**src/clock_select_defs.svh**
```systemverilog
/*
  Offsets, field positions, reset values and counts for the clock selector.
  Assumes a 32-bit AHB-Lite register window with one word per register.
*/
`ifndef CLOCK_SELECT_DEFS_SVH
`define CLOCK_SELECT_DEFS_SVH

// ============================================================
// Register offsets (byte addresses)
`define CSEL_CTRL_OFS        12'h000
`define CSEL_STATUS_OFS      12'h004

// ============================================================
// Control register fields
`define CSEL_CTRL_SELECT     0
`define CSEL_CTRL_FORCE      1
`define CSEL_CTRL_HOLD       2
`define CSEL_CTRL_PARK       3
`define CSEL_CTRL_SLEEP_N    4
`define CSEL_CTRL_WIDTH      5
`define CSEL_CTRL_RESET      5'h11

// ============================================================
// Status register fields
`define CSEL_STAT_ACTIVE     0
`define CSEL_STAT_BUSY       1
`define CSEL_STAT_DRAIN      2
`define CSEL_STAT_OUT        3

// ============================================================
// Switchover timing and fanout
`define CSEL_HOLD_RISES      2'h2
`define CSEL_FANOUT          6

`endif

```
**src/clock_select_pkg.sv**
```systemverilog
/*
  Types shared by the clock selector modules.
  Assumes nothing beyond the constants header.
*/
package clock_select_pkg;

  typedef enum logic [1:0] {
    SW_RUN,
    SW_DRAIN,
    SW_HOLD
  } sw_state_t;

endpackage : clock_select_pkg

```
**src/clock_edge_tracker.sv**
```systemverilog
/*
  Two-flop synchroniser plus rising-edge finder for one foreign clock.
  Assumes the sampled clock runs well below half the hclk rate.
*/
`timescale 1ns/1ps

module clock_edge_tracker (
  input  wire logic hclk,
  input  wire logic hresetn,
  input  wire logic ce,
  input  wire logic raw_clk,
  output logic      level,
  output logic      rise
);

  logic meta_reg;
  logic meta_next;
  logic sync_reg;
  logic sync_next;
  logic prev_reg;
  logic prev_next;

  // ============================================================
  // Synchroniser and edge history
  always_comb begin
    meta_next = ce ? raw_clk  : meta_reg;
    sync_next = ce ? meta_reg : sync_reg;
    prev_next = ce ? sync_reg : prev_reg;
  end

  always_ff @(posedge hclk or negedge hresetn) begin
    if (!hresetn) begin
      meta_reg <= 1'b0;
      sync_reg <= 1'b0;
      prev_reg <= 1'b0;
    end else begin
      meta_reg <= meta_next;
      sync_reg <= sync_next;
      prev_reg <= prev_next;
    end
  end

  assign level = sync_reg;
  assign rise  = sync_reg & ~prev_reg;

endmodule : clock_edge_tracker

```
**src/glitchless_clock_select_fanout.sv**
```systemverilog
/*
  Glitchless two-way clock selector with six gated differential outputs,
  controlled over AHB-Lite.
  Assumes both reference clocks reach hclk as asynchronous pins and run
  below half the hclk rate; the bus master issues single word transfers.
*/
// Operation
// - On a new choice, outputs go low within three cycles of the old clock.
// - Outputs stay low at most three new-clock cycles, then follow cleanly.
// - Select low routes the second input clock, high routes the first.
// - Output hold high parks all outputs at the park level, ignoring clocks.
// - Output hold low lets all six pairs toggle with the selected clock.
// - Park level high: true high, complement low; low: the reverse.
// - Sleep low overrides the outputs and drives both sides high; inputs and switchover keep running.
// - A rising edge on the forced-choice strobe forces the selection now.
// - Switching by select stays glitch free across the supported input rates; a forced choice drops the outputs low at once.
// - The selected clock fans out to six identical differential pairs.
`timescale 1ns/1ps
`include "clock_select_defs.svh"

module glitchless_clock_select_fanout (
  input  wire logic                   hclk,
  input  wire logic                   hresetn,
  input  wire logic                   ce,
  input  wire logic                   hsel,
  input  wire logic [31:0]            haddr,
  input  wire logic [1:0]             htrans,
  input  wire logic                   hwrite,
  input  wire logic [2:0]             hsize,
  input  wire logic [31:0]            hwdata,
  input  wire logic                   hready,
  output logic      [31:0]            hrdata,
  output logic                        hreadyout,
  output logic                        hresp,
  input  wire logic                   clk_first,
  input  wire logic                   clk_second,
  output logic [`CSEL_FANOUT-1:0]     q_true,
  output logic [`CSEL_FANOUT-1:0]     q_comp
);
  import clock_select_pkg::*;

  // ============================================================
  // Reference clock sampling
  logic [1:0] ref_lvl;
  logic [1:0] ref_rise;
  logic [1:0] ref_raw;

  assign ref_raw = {clk_first, clk_second};

  // Each input clock gets its own synchroniser before any decision.
  genvar gi;
  generate
    for (gi = 0; gi < 2; gi++) begin : g_ref
      clock_edge_tracker u_track (
        .hclk    (hclk),
        .hresetn (hresetn),
        .ce      (ce),
        .raw_clk (ref_raw[gi]),
        .level   (ref_lvl[gi]),
        .rise    (ref_rise[gi])
      );
    end
  endgenerate

  // ============================================================
  // AHB-Lite slave
  logic                        ph_valid_reg, ph_valid_next;
  logic                        ph_write_reg, ph_write_next;
  logic [11:0]                 ph_addr_reg,  ph_addr_next;
  logic [31:0]                 hrdata_reg,   hrdata_next;
  logic [`CSEL_CTRL_WIDTH-1:0] ctrl_reg,     ctrl_next;
  logic [`CSEL_CTRL_WIDTH-1:0] ctrl_view;
  logic [31:0]                 status_word;
  logic                        addr_take;

  // Freezing ce also stalls the bus, so no transfer is lost.
  assign hreadyout = ce;
  assign hresp     = 1'b0;
  assign hrdata    = hrdata_reg;
  assign addr_take = ce & hready & hsel & htrans[1];

  // A read right behind a write sees the written value.
  always_comb begin
    ctrl_view = ctrl_reg;
    if (ce && ph_valid_reg && ph_write_reg && ph_addr_reg == `CSEL_CTRL_OFS) begin
      ctrl_view = hwdata[`CSEL_CTRL_WIDTH-1:0];
    end
  end

  always_comb begin
    ph_valid_next = ph_valid_reg;
    ph_write_next = ph_write_reg;
    ph_addr_next  = ph_addr_reg;
    hrdata_next   = hrdata_reg;
    ctrl_next     = ctrl_view;
    if (ce && hready) begin
      ph_valid_next = addr_take;
      ph_write_next = hwrite;
      ph_addr_next  = {haddr[11:2], 2'b00};
      if (addr_take && !hwrite) begin
        unique case ({haddr[11:2], 2'b00})
          `CSEL_CTRL_OFS:   hrdata_next = {27'h0000000, ctrl_view};
          `CSEL_STATUS_OFS: hrdata_next = status_word;
          default:          hrdata_next = 32'h00000000;
        endcase
      end
    end
  end

  always_ff @(posedge hclk or negedge hresetn) begin
    if (!hresetn) begin
      ph_valid_reg <= 1'b0;
      ph_write_reg <= 1'b0;
      ph_addr_reg  <= 12'h000;
      hrdata_reg   <= 32'h00000000;
      ctrl_reg     <= `CSEL_CTRL_RESET;
    end else begin
      ph_valid_reg <= ph_valid_next;
      ph_write_reg <= ph_write_next;
      ph_addr_reg  <= ph_addr_next;
      hrdata_reg   <= hrdata_next;
      ctrl_reg     <= ctrl_next;
    end
  end

  logic sel_req, force_lvl, hold_ctl, park_lvl, sleep_n;
  assign sel_req   = ctrl_reg[`CSEL_CTRL_SELECT];
  assign force_lvl = ctrl_reg[`CSEL_CTRL_FORCE];
  assign hold_ctl  = ctrl_reg[`CSEL_CTRL_HOLD];
  assign park_lvl  = ctrl_reg[`CSEL_CTRL_PARK];
  assign sleep_n   = ctrl_reg[`CSEL_CTRL_SLEEP_N];

  // ============================================================
  // Switchover engine
  sw_state_t  state_reg,  state_next;
  logic       active_reg, active_next;
  logic       out_reg,    out_next;
  logic [1:0] rises_reg,  rises_next;
  logic       force_prev_reg, force_prev_next;
  logic       force_rise;
  logic       old_lvl, new_lvl, new_rise;

  // Select high picks the first clock, low the second.
  assign old_lvl    = active_reg ? ref_lvl[1] : ref_lvl[0];
  assign new_lvl    = active_reg ? ref_lvl[1] : ref_lvl[0];
  assign new_rise   = active_reg ? ref_rise[1] : ref_rise[0];
  // Strobe is assumed idle low out of reset, so no edge is seen then.
  assign force_rise = force_lvl & ~force_prev_reg;

  always_comb begin
    state_next      = state_reg;
    active_next     = active_reg;
    out_next        = out_reg;
    rises_next      = rises_reg;
    force_prev_next = force_prev_reg;
    if (ce) begin
      force_prev_next = force_lvl;
      if (force_rise) begin
        // Skips the drain: the old clock may be dead or stuck.
        active_next = sel_req;
        state_next  = SW_HOLD;
        rises_next  = 2'h0;
        out_next    = 1'b0;
      end else begin
        unique case (state_reg)
          SW_RUN: begin
            out_next = new_lvl;
            if (sel_req != active_reg) begin
              state_next = SW_DRAIN;
            end
          end
          SW_DRAIN: begin
            // Let the current high phase finish, then park low.
            if (!old_lvl) begin
              out_next    = 1'b0;
              active_next = sel_req;
              rises_next  = 2'h0;
              state_next  = SW_HOLD;
            end else begin
              out_next = old_lvl;
            end
          end
          SW_HOLD: begin
            out_next = 1'b0;
            if (new_rise && rises_reg != `CSEL_HOLD_RISES) begin
              rises_next = rises_reg + 2'h1;
            end
            // Release only in a low phase so the first pulse is whole.
            if (rises_reg == `CSEL_HOLD_RISES && !new_lvl) begin
              state_next = SW_RUN;
            end
          end
        endcase
      end
    end
  end

  always_ff @(posedge hclk or negedge hresetn) begin
    if (!hresetn) begin
      state_reg      <= SW_RUN;
      active_reg     <= 1'b1;
      out_reg        <= 1'b0;
      rises_reg      <= 2'h0;
      force_prev_reg <= 1'b0;
    end else begin
      state_reg      <= state_next;
      active_reg     <= active_next;
      out_reg        <= out_next;
      rises_reg      <= rises_next;
      force_prev_reg <= force_prev_next;
    end
  end

  assign status_word = {28'h0000000, out_reg, (state_reg == SW_DRAIN),
                        (state_reg != SW_RUN), active_reg};

  // ============================================================
  // Output gating and fanout
  logic [`CSEL_FANOUT-1:0] qt_reg, qt_next, qc_reg, qc_next;

  // Gating is level based; runts at gate changes are the controller's concern.
  always_comb begin
    qt_next = qt_reg;
    qc_next = qc_reg;
    if (ce) begin
      if (!sleep_n) begin
        qt_next = {`CSEL_FANOUT{1'b1}};
        qc_next = {`CSEL_FANOUT{1'b1}};
      end else if (hold_ctl) begin
        qt_next = {`CSEL_FANOUT{park_lvl}};
        qc_next = {`CSEL_FANOUT{~park_lvl}};
      end else begin
        qt_next = {`CSEL_FANOUT{out_reg}};
        qc_next = {`CSEL_FANOUT{~out_reg}};
      end
    end
  end

  always_ff @(posedge hclk or negedge hresetn) begin
    if (!hresetn) begin
      qt_reg <= {`CSEL_FANOUT{1'b0}};
      qc_reg <= {`CSEL_FANOUT{1'b1}};
    end else begin
      qt_reg <= qt_next;
      qc_reg <= qc_next;
    end
  end

  assign q_true = qt_reg;
  assign q_comp = qc_reg;

  // ============================================================
  // Assertions
  property p_drain_ends;
    @(posedge hclk) disable iff (!hresetn)
    (ce && state_reg == SW_DRAIN && !old_lvl && !force_rise)
      |=> (state_reg == SW_HOLD && !out_reg);
  endproperty
  a_drain_ends: assert property (p_drain_ends) else $error("drain did not end low");

  property p_hold_low;
    @(posedge hclk) disable iff (!hresetn)
    (state_reg == SW_HOLD) |=> !out_reg;
  endproperty
  a_hold_low: assert property (p_hold_low) else $error("output high during hold");

  property p_hold_release;
    @(posedge hclk) disable iff (!hresetn)
    (ce && state_reg == SW_HOLD && rises_reg == 2'h2 && !new_lvl && !force_rise)
      |=> (state_reg == SW_RUN);
  endproperty
  a_hold_release: assert property (p_hold_release) else $error("hold not released");

  property p_route;
    @(posedge hclk) disable iff (!hresetn)
    (ce && state_reg == SW_RUN && !force_rise)
      |=> (out_reg == ($past(active_reg) ? $past(ref_lvl[1]) : $past(ref_lvl[0])));
  endproperty
  a_route: assert property (p_route) else $error("wrong clock routed");

  property p_park;
    @(posedge hclk) disable iff (!hresetn)
    (ce && sleep_n && hold_ctl) |=> (q_true == {6{$past(park_lvl)}});
  endproperty
  a_park: assert property (p_park) else $error("park level not applied");

  property p_toggle;
    @(posedge hclk) disable iff (!hresetn)
    (ce && sleep_n && !hold_ctl) |=> (q_true == {6{$past(out_reg)}});
  endproperty
  a_toggle: assert property (p_toggle) else $error("outputs not following clock");

  property p_complement;
    @(posedge hclk) disable iff (!hresetn)
    (ce && sleep_n) |=> (q_comp == ~q_true);
  endproperty
  a_complement: assert property (p_complement) else $error("pair not complementary");

  property p_sleep;
    @(posedge hclk) disable iff (!hresetn)
    (ce && !sleep_n) |=> (&q_true && &q_comp);
  endproperty
  a_sleep: assert property (p_sleep) else $error("sleep outputs not high");

  property p_force;
    @(posedge hclk) disable iff (!hresetn)
    (ce && force_rise) |=> (state_reg == SW_HOLD && active_reg == $past(sel_req));
  endproperty
  a_force: assert property (p_force) else $error("forced choice not taken");

  property p_start;
    @(posedge hclk) disable iff (!hresetn)
    (ce && state_reg == SW_RUN && sel_req != active_reg && !force_rise)
      |=> (state_reg == SW_DRAIN);
  endproperty
  a_start: assert property (p_start) else $error("switchover not started");

endmodule : glitchless_clock_select_fanout

```
**config.mk**
```make
export PLATFORM = sky130hd
export DESIGN_NAME = glitchless_clock_select_fanout
export DESIGN_NICKNAME = d
export VERILOG_FILES = /design/src/clock_select_pkg.sv /design/src/clock_edge_tracker.sv /design/src/glitchless_clock_select_fanout.sv
export VERILOG_INCLUDE_DIRS = /design/src
export SDC_FILE = /design/constraint.sdc
export NUM_CORES = 1
export LEC_CHECK = 0
export BUFFER_PORTS_ARGS = -buffer_cell sky130_fd_sc_hd__buf_2
export CAP_MARGIN = 20
export CORE_ASPECT_RATIO = 1.4
export CORE_UTILIZATION = 43
export CTS_CLUSTER_DIAMETER = 40
export DETAILED_ROUTE_END_ITERATION = 16
export HOLD_SLACK_MARGIN = 0.12
export PLACE_DENSITY = 0.9
export SETUP_SLACK_MARGIN = 0.1
export SYNTH_ARGS = -nofsm -noshare
export SYNTH_HDL_FRONTEND = slang
export SYNTH_HIERARCHICAL = 1
export SYNTH_SLANG_ARGS = --single-unit
export TNS_END_PERCENT = 30
```
**constraint.sdc**
```tcl
create_clock -name hclk -period 2.3 [get_ports hclk]
set_input_delay 0.115 -clock hclk [delete_from_list [all_inputs] [get_ports hclk]]
set_output_delay 0.115 -clock hclk [all_outputs]
set_load 0.01 [all_outputs]
```
Word level (Yosys, flattened, before mapping)
Cells that the tools add are included.
Operators by class
  reduce and logical (&&, ||, !) cells: 19
  bitwise operators: 11
  mux-type cells: 23
  equality and inequality tests: 11
  $add $sub $neg: 1
Operators by type and width (count)
  6-bit two-way mux: 4
  2-bit two-way mux: 7
  12-bit logical NOT: 1
  3-bit inequality test (second input constant): 4
  10-bit by 1-bit == test with 1-bit output (second input constant): 1
  10-bit logical NOT: 1
  5-bit case mux with 2 select lines: 1
  4-bit AND reduction: 2
  1-bit logical AND: 7
  1-bit two-way mux: 7
  1-bit AND: 6
  2-bit case mux with 3 select lines: 1
  5-bit two-way mux: 1
  1-bit NOT: 5
  2-bit == test (second input constant): 2
  2-bit inequality test (second input constant): 2
  2-bit case mux with 2 select lines: 1
  2-bit nonzero test: 2
  1-bit case mux with 3 select lines: 1
  3-bit AND reduction: 1
  3-bit nonzero test: 1
  2-bit by 1-bit adder with 2-bit output (second input constant): 1
  2-bit by 1-bit == test with 1-bit output (second input constant): 1
  1-bit logical NOT: 2
  other kinds (3): 3
Storage, ports and cells
  word-level logic and storage cells: 83
  output and inout port bits: 46
  input port bits: 77
  register bits after elaboration: 74

Depth between registers and ports, before layout
  word-level depth: 7
  mapped depth: 6
  depth with buffers taken out: 6

By module
The synthesis kept the hierarchy.
Modules (own cells, without submodules)
  glitchless_clock_select_fanout: cells an instance 164, sequential area each 780.7 um^2, instances 1, area an instance 1813.0 um^2
  clock_edge_tracker: cells an instance 7, sequential area each 75.1 um^2, instances 2, area an instance 115.1 um^2

Worst setup path after synthesis
No wires, ideal clock.
  kind: reg2reg
  from: reg active_reg
  to: reg rises_reg[1]
  buffers on the path: 1
  period minus slack after synthesis: 1647 ps
  arrival time: 1522 ps
  required time: 2175 ps
  slack: 653 ps
  stages on the path, launching flop included: 6
  library setup time: 125 ps
  path through: dfstp_2 clkbuf_2 mux2i_1 o21a_1 o22ai_1 mux2_2
On the way
  longest elaborated chain between the ends: 4
  elaborated cells on any way between the ends: 6
  those cells by class: eq/ne (2); mux (2); reduce/logical (2)
RTL lines
  from (decl): line glitchless_clock_select_fanout.sv:136  | logic active_reg, active_next;
  from (signal assigned): line glitchless_clock_select_fanout.sv:207  | active_reg <= active_next;
  1-bit two-way mux: line glitchless_clock_select_fanout.sv:146  | assign new_rise = active_reg ? ref_rise[1] : ref_rise[0];
  1-bit logical AND (no source line)
  3-bit inequality test (no source line)
  4-bit AND reduction (no source line) (*)
  to (signal assigned): line glitchless_clock_select_fanout.sv:209  | rises_reg <= rises_next;
  to (decl): line glitchless_clock_select_fanout.sv:138  | logic [1:0] rises_reg, rises_next;
Every way passes the cells marked *; elsewhere a longest branch is shown, timed or not.
A chain may end at the register's enable or synchronous reset.

Worst setup path after layout
Same ends and word-level chain as after synthesis.

==> results_dict.tcl <==
set metrics [dict create \
    status "complete, no violations" \
    grt_pass1_wl_um 5796 \
    largest_reg_flops 10 \
    dpl.cell_count 266 \
    tns_ps 0 \
    end_kind "flop" \
    critPathSlowestCell "dfstp_2" \
    cts_setup_buffers 0 \
    synth_top_area_share 0.4042 \
    grt_max_degree 38 \
    nFillCells 416 \
    core_region_area_um2 4536 \
    slew_violations 0 \
    synth_fa_ha_area_frac 0.03062 \
    nets 312 \
    clock-root-buffer "clkbuf_8" \
    layoutNonFillerInstCount 293 \
    synthTopCellsByArea "dfrtp_1 40%, buf_4 14%, mux2_2 12%" \
    yosys_warnings 6 \
    busiest_layer "met2" \
    postSynthAreaPerCell_um2 11.48 \
    cts_made_buffers 5 \
    diodes 0 \
    ys_seq_elements 37 \
    cts_resized 0 \
    worst_pin_slew_ps 798.1 \
    synthXorXnorAreaFrac 0.004287 \
    p_sw_uw 466.4 \
    syn_area_um2 2043 \
    min_path_type "in2reg" \
    ioPinCount 123 \
    r2r_start "active_reg" \
    rsz0062_at_grt "false" \
    critPathTopFamily "flip-flops" \
    hold_buffers 19 \
    synth_cell_types 38 \
    cts_sinks 37 \
    synth_compound_area_frac 0.05450 \
    crit_buf_inv 0 \
    synth_cells 178 \
    muxShareOfSynthArea 0.1623 \
    hpwl_um 2490 \
    portBuffers 41 \
    critPathMaxStageDelay_ps 580 \
    holdWs_ps 141.9 \
    vdd_ir_drop_max_mv 0.4246 \
    clk_latency_ps 290 \
    cp-startpoint "active_reg" \
    pwr_density_cell_nw_per_um2 683.8 \
    globalplace.congestion 0.8092 \
    critPathLaunchType "flop" \
    layout-drive-gt1-share 0.3420 \
    skew_ps 7.933 \
    die-area_um2 5035 \
    setup_viol 0 \
    combPwrFrac 0.241 \
    met1_usage 0.1811 \
    grt.overflow.total 0 \
    leakage_nw 1.178 \
    switching_share 0.2842 \
    yosys.area_share.simple 0.1219 \
    clk_pin_slew_ps 70 \
    use_met3 0.04651 \
    synth_top_family_by_area "buffers and inverters" \
    grt_pass1_vias 1323 \
    ctsLongestPathBuffers 2 \
    htree_levels 2 \
    finalHoldViolCount 0 \
    drt-initial-drc-count 23 \
    num_rows 29 \
    path_cells "mux2i_1 -> o21a_1 -> o22ai_1 -> mux2_2" \
    fmax_mhz 596.9 \
    clockPowerShare 0.276 \
    area_delta_synth_final_pct 17.45 \
    avgRoutedWirePerCell_um 11.84 \
    p_int_mw 1.175 \
    worst_slack_ps 624.8 \
    hold_start "hready" \
    use_met2 0.2587 \
    drtAntennaViolNets 0 \
    drcViolationCount 0 \
    maxCapViolations 0 \
    power_frac_seq 0.483 \
    fin_crit_ps 1675 \
    arrival_ps 1850 \
    grt_usage 0.1595 \
    antenna_found_initial 0 \
    die_y_um 83.56 \
    yosysTopAreaCell "dfrtp_1" \
    ys_seq_area_frac 0.4556 \
    viasPerCell 4.635 \
    dp_slack_ps 637.5 \
    drt_wl_total_um 3470 \
    vias 1358 \
    die_w_um 60.26 \
    crit_type "reg2reg" \
    required_ps 2470 \
    firstDrtPassIters 4 \
    cts_tree "built" \
    relSlewSlack 0.4680 \
    final_util 0.5291 \
    period_share 0.7283 \
    crit_path_max_fanout 5 \
    start_util 0.4505 \
]
## power by group through the flow
stage | logic [mW] | clock network (mW) | registers (mW)
4_1_cts | 0.399 | 0.478 | 0.792
2_1_floorplan | 0.323 | 0 | 0.790
3_5_place_dp | 0.372 | 0 | 0.804
5_1_grt | 0.451 | 0.498 | 0.800
6_report | 0.395 | 0.454 | 0.792
3_3_place_gp | 0.356 | 0 | 0.797
## metrics by stage
| stage | area [µm²] | power (mW) |
|---|---|---|
| after CTS | 2400 | 1.669 |
| after global placement | 2120 | 1.153 |
| after floorplan | 2145 | 1.113 |
| after detailed placement | 2120 | 1.176 |
| after global routing | 2400 | 1.750 |
| final | 2400 | 1.641 |
## final timing paths
path / to / slack, ps / cells past startpoint
max: rises_reg[1] / 620 / 4
min: ph_valid_reg / 140 / 3
max reg2reg: rises_reg[1] / 620 / 4
min reg2reg: ph_valid_reg / 490 / 2
max in group asynchronous: q_true[4] / 1330 / 2
min in group asynchronous: force_prev_reg / 460 / 2
## area by class of cell
class                   instances  area, µm²  area share
well taps                      62      77.57     0.03233
inverters                      10      37.54     0.01564
clock buffers                   8      90.09     0.03754
flip-flops and latches         37      930.9      0.3879
multi-input cells             116      868.3      0.3618
repair buffers                 60      395.4      0.1648
## cell usage after synthesis
cell / n
a211oi_1: 1
a31oi_1: 1
a32o_1: 1
and2_1: 1
and3b_1: 1
and4bb_2: 1
buf_2: 2
buf_4: 39
clkbuf_2: 1
conb_1: 1
dfrtp_1: 33
dfstp_2: 4
ha_1: 5
inv_1: 10
mux2_2: 21
mux2_4: 1
mux2i_1: 8
nand2_1: 10
nand2b_1: 1
nand3_1: 3
nand3b_1: 1
nand4_1: 1
nand4_4: 1
nor2_1: 7
nor2b_1: 4
nor3_1: 1
nor3b_1: 1
nor4_1: 2
nor4_4: 1
nor4b_4: 1
o21a_1: 1
o21ai_0: 3
o221ai_1: 4
o221ai_2: 1
o22a_1: 1
o22ai_1: 1
or2_2: 1
xnor2_1: 1
## metal layers
| metal | up-vias | wire, µm |
|---|---|---|
| li1 | 649 | - |
| met3 | 7 | 170 |
| met1 | 641 | 1419 |
| met2 | 61 | 1802 |
| met4 | 0 | 78 |
| met5 | - | 0 |
## cell families after synthesis
logic type | Yosys count
AO/OA/AOI/OAI | 14
XOR/XNOR | 1
adder cells (fa/ha/maj) | 5
buffers and inverters | 52
flip-flops | 37
multiplexers | 30
other | 1
AND/OR/NAND/NOR | 38
## worst reg2reg max path, cell delays in order, from the launching register on
cell	delay, ps
dfstp_2	580
mux2i_1	110
o21a_1	230
o22ai_1	270
mux2_2	370
## cell usage in the layout (no fill, tap or decap), types with 2 or more instances in the layout
master / count
nor4_1: 2
dfrtp_1: 33
ha_1: 5
dlygate4sd3_1: 19
clkbuf_8: 6
buf_2: 41
nand2_1: 10
conb_1: 28
mux2_2: 21
o21ai_0: 3
clkbuf_1: 2
nor2_1: 7
dfstp_2: 4
mux2i_1: 8
o221ai_1: 4
nand3_1: 3
inv_1: 10
nor2b_1: 4
No activity file was read; power rests on OpenSTA's default activity.
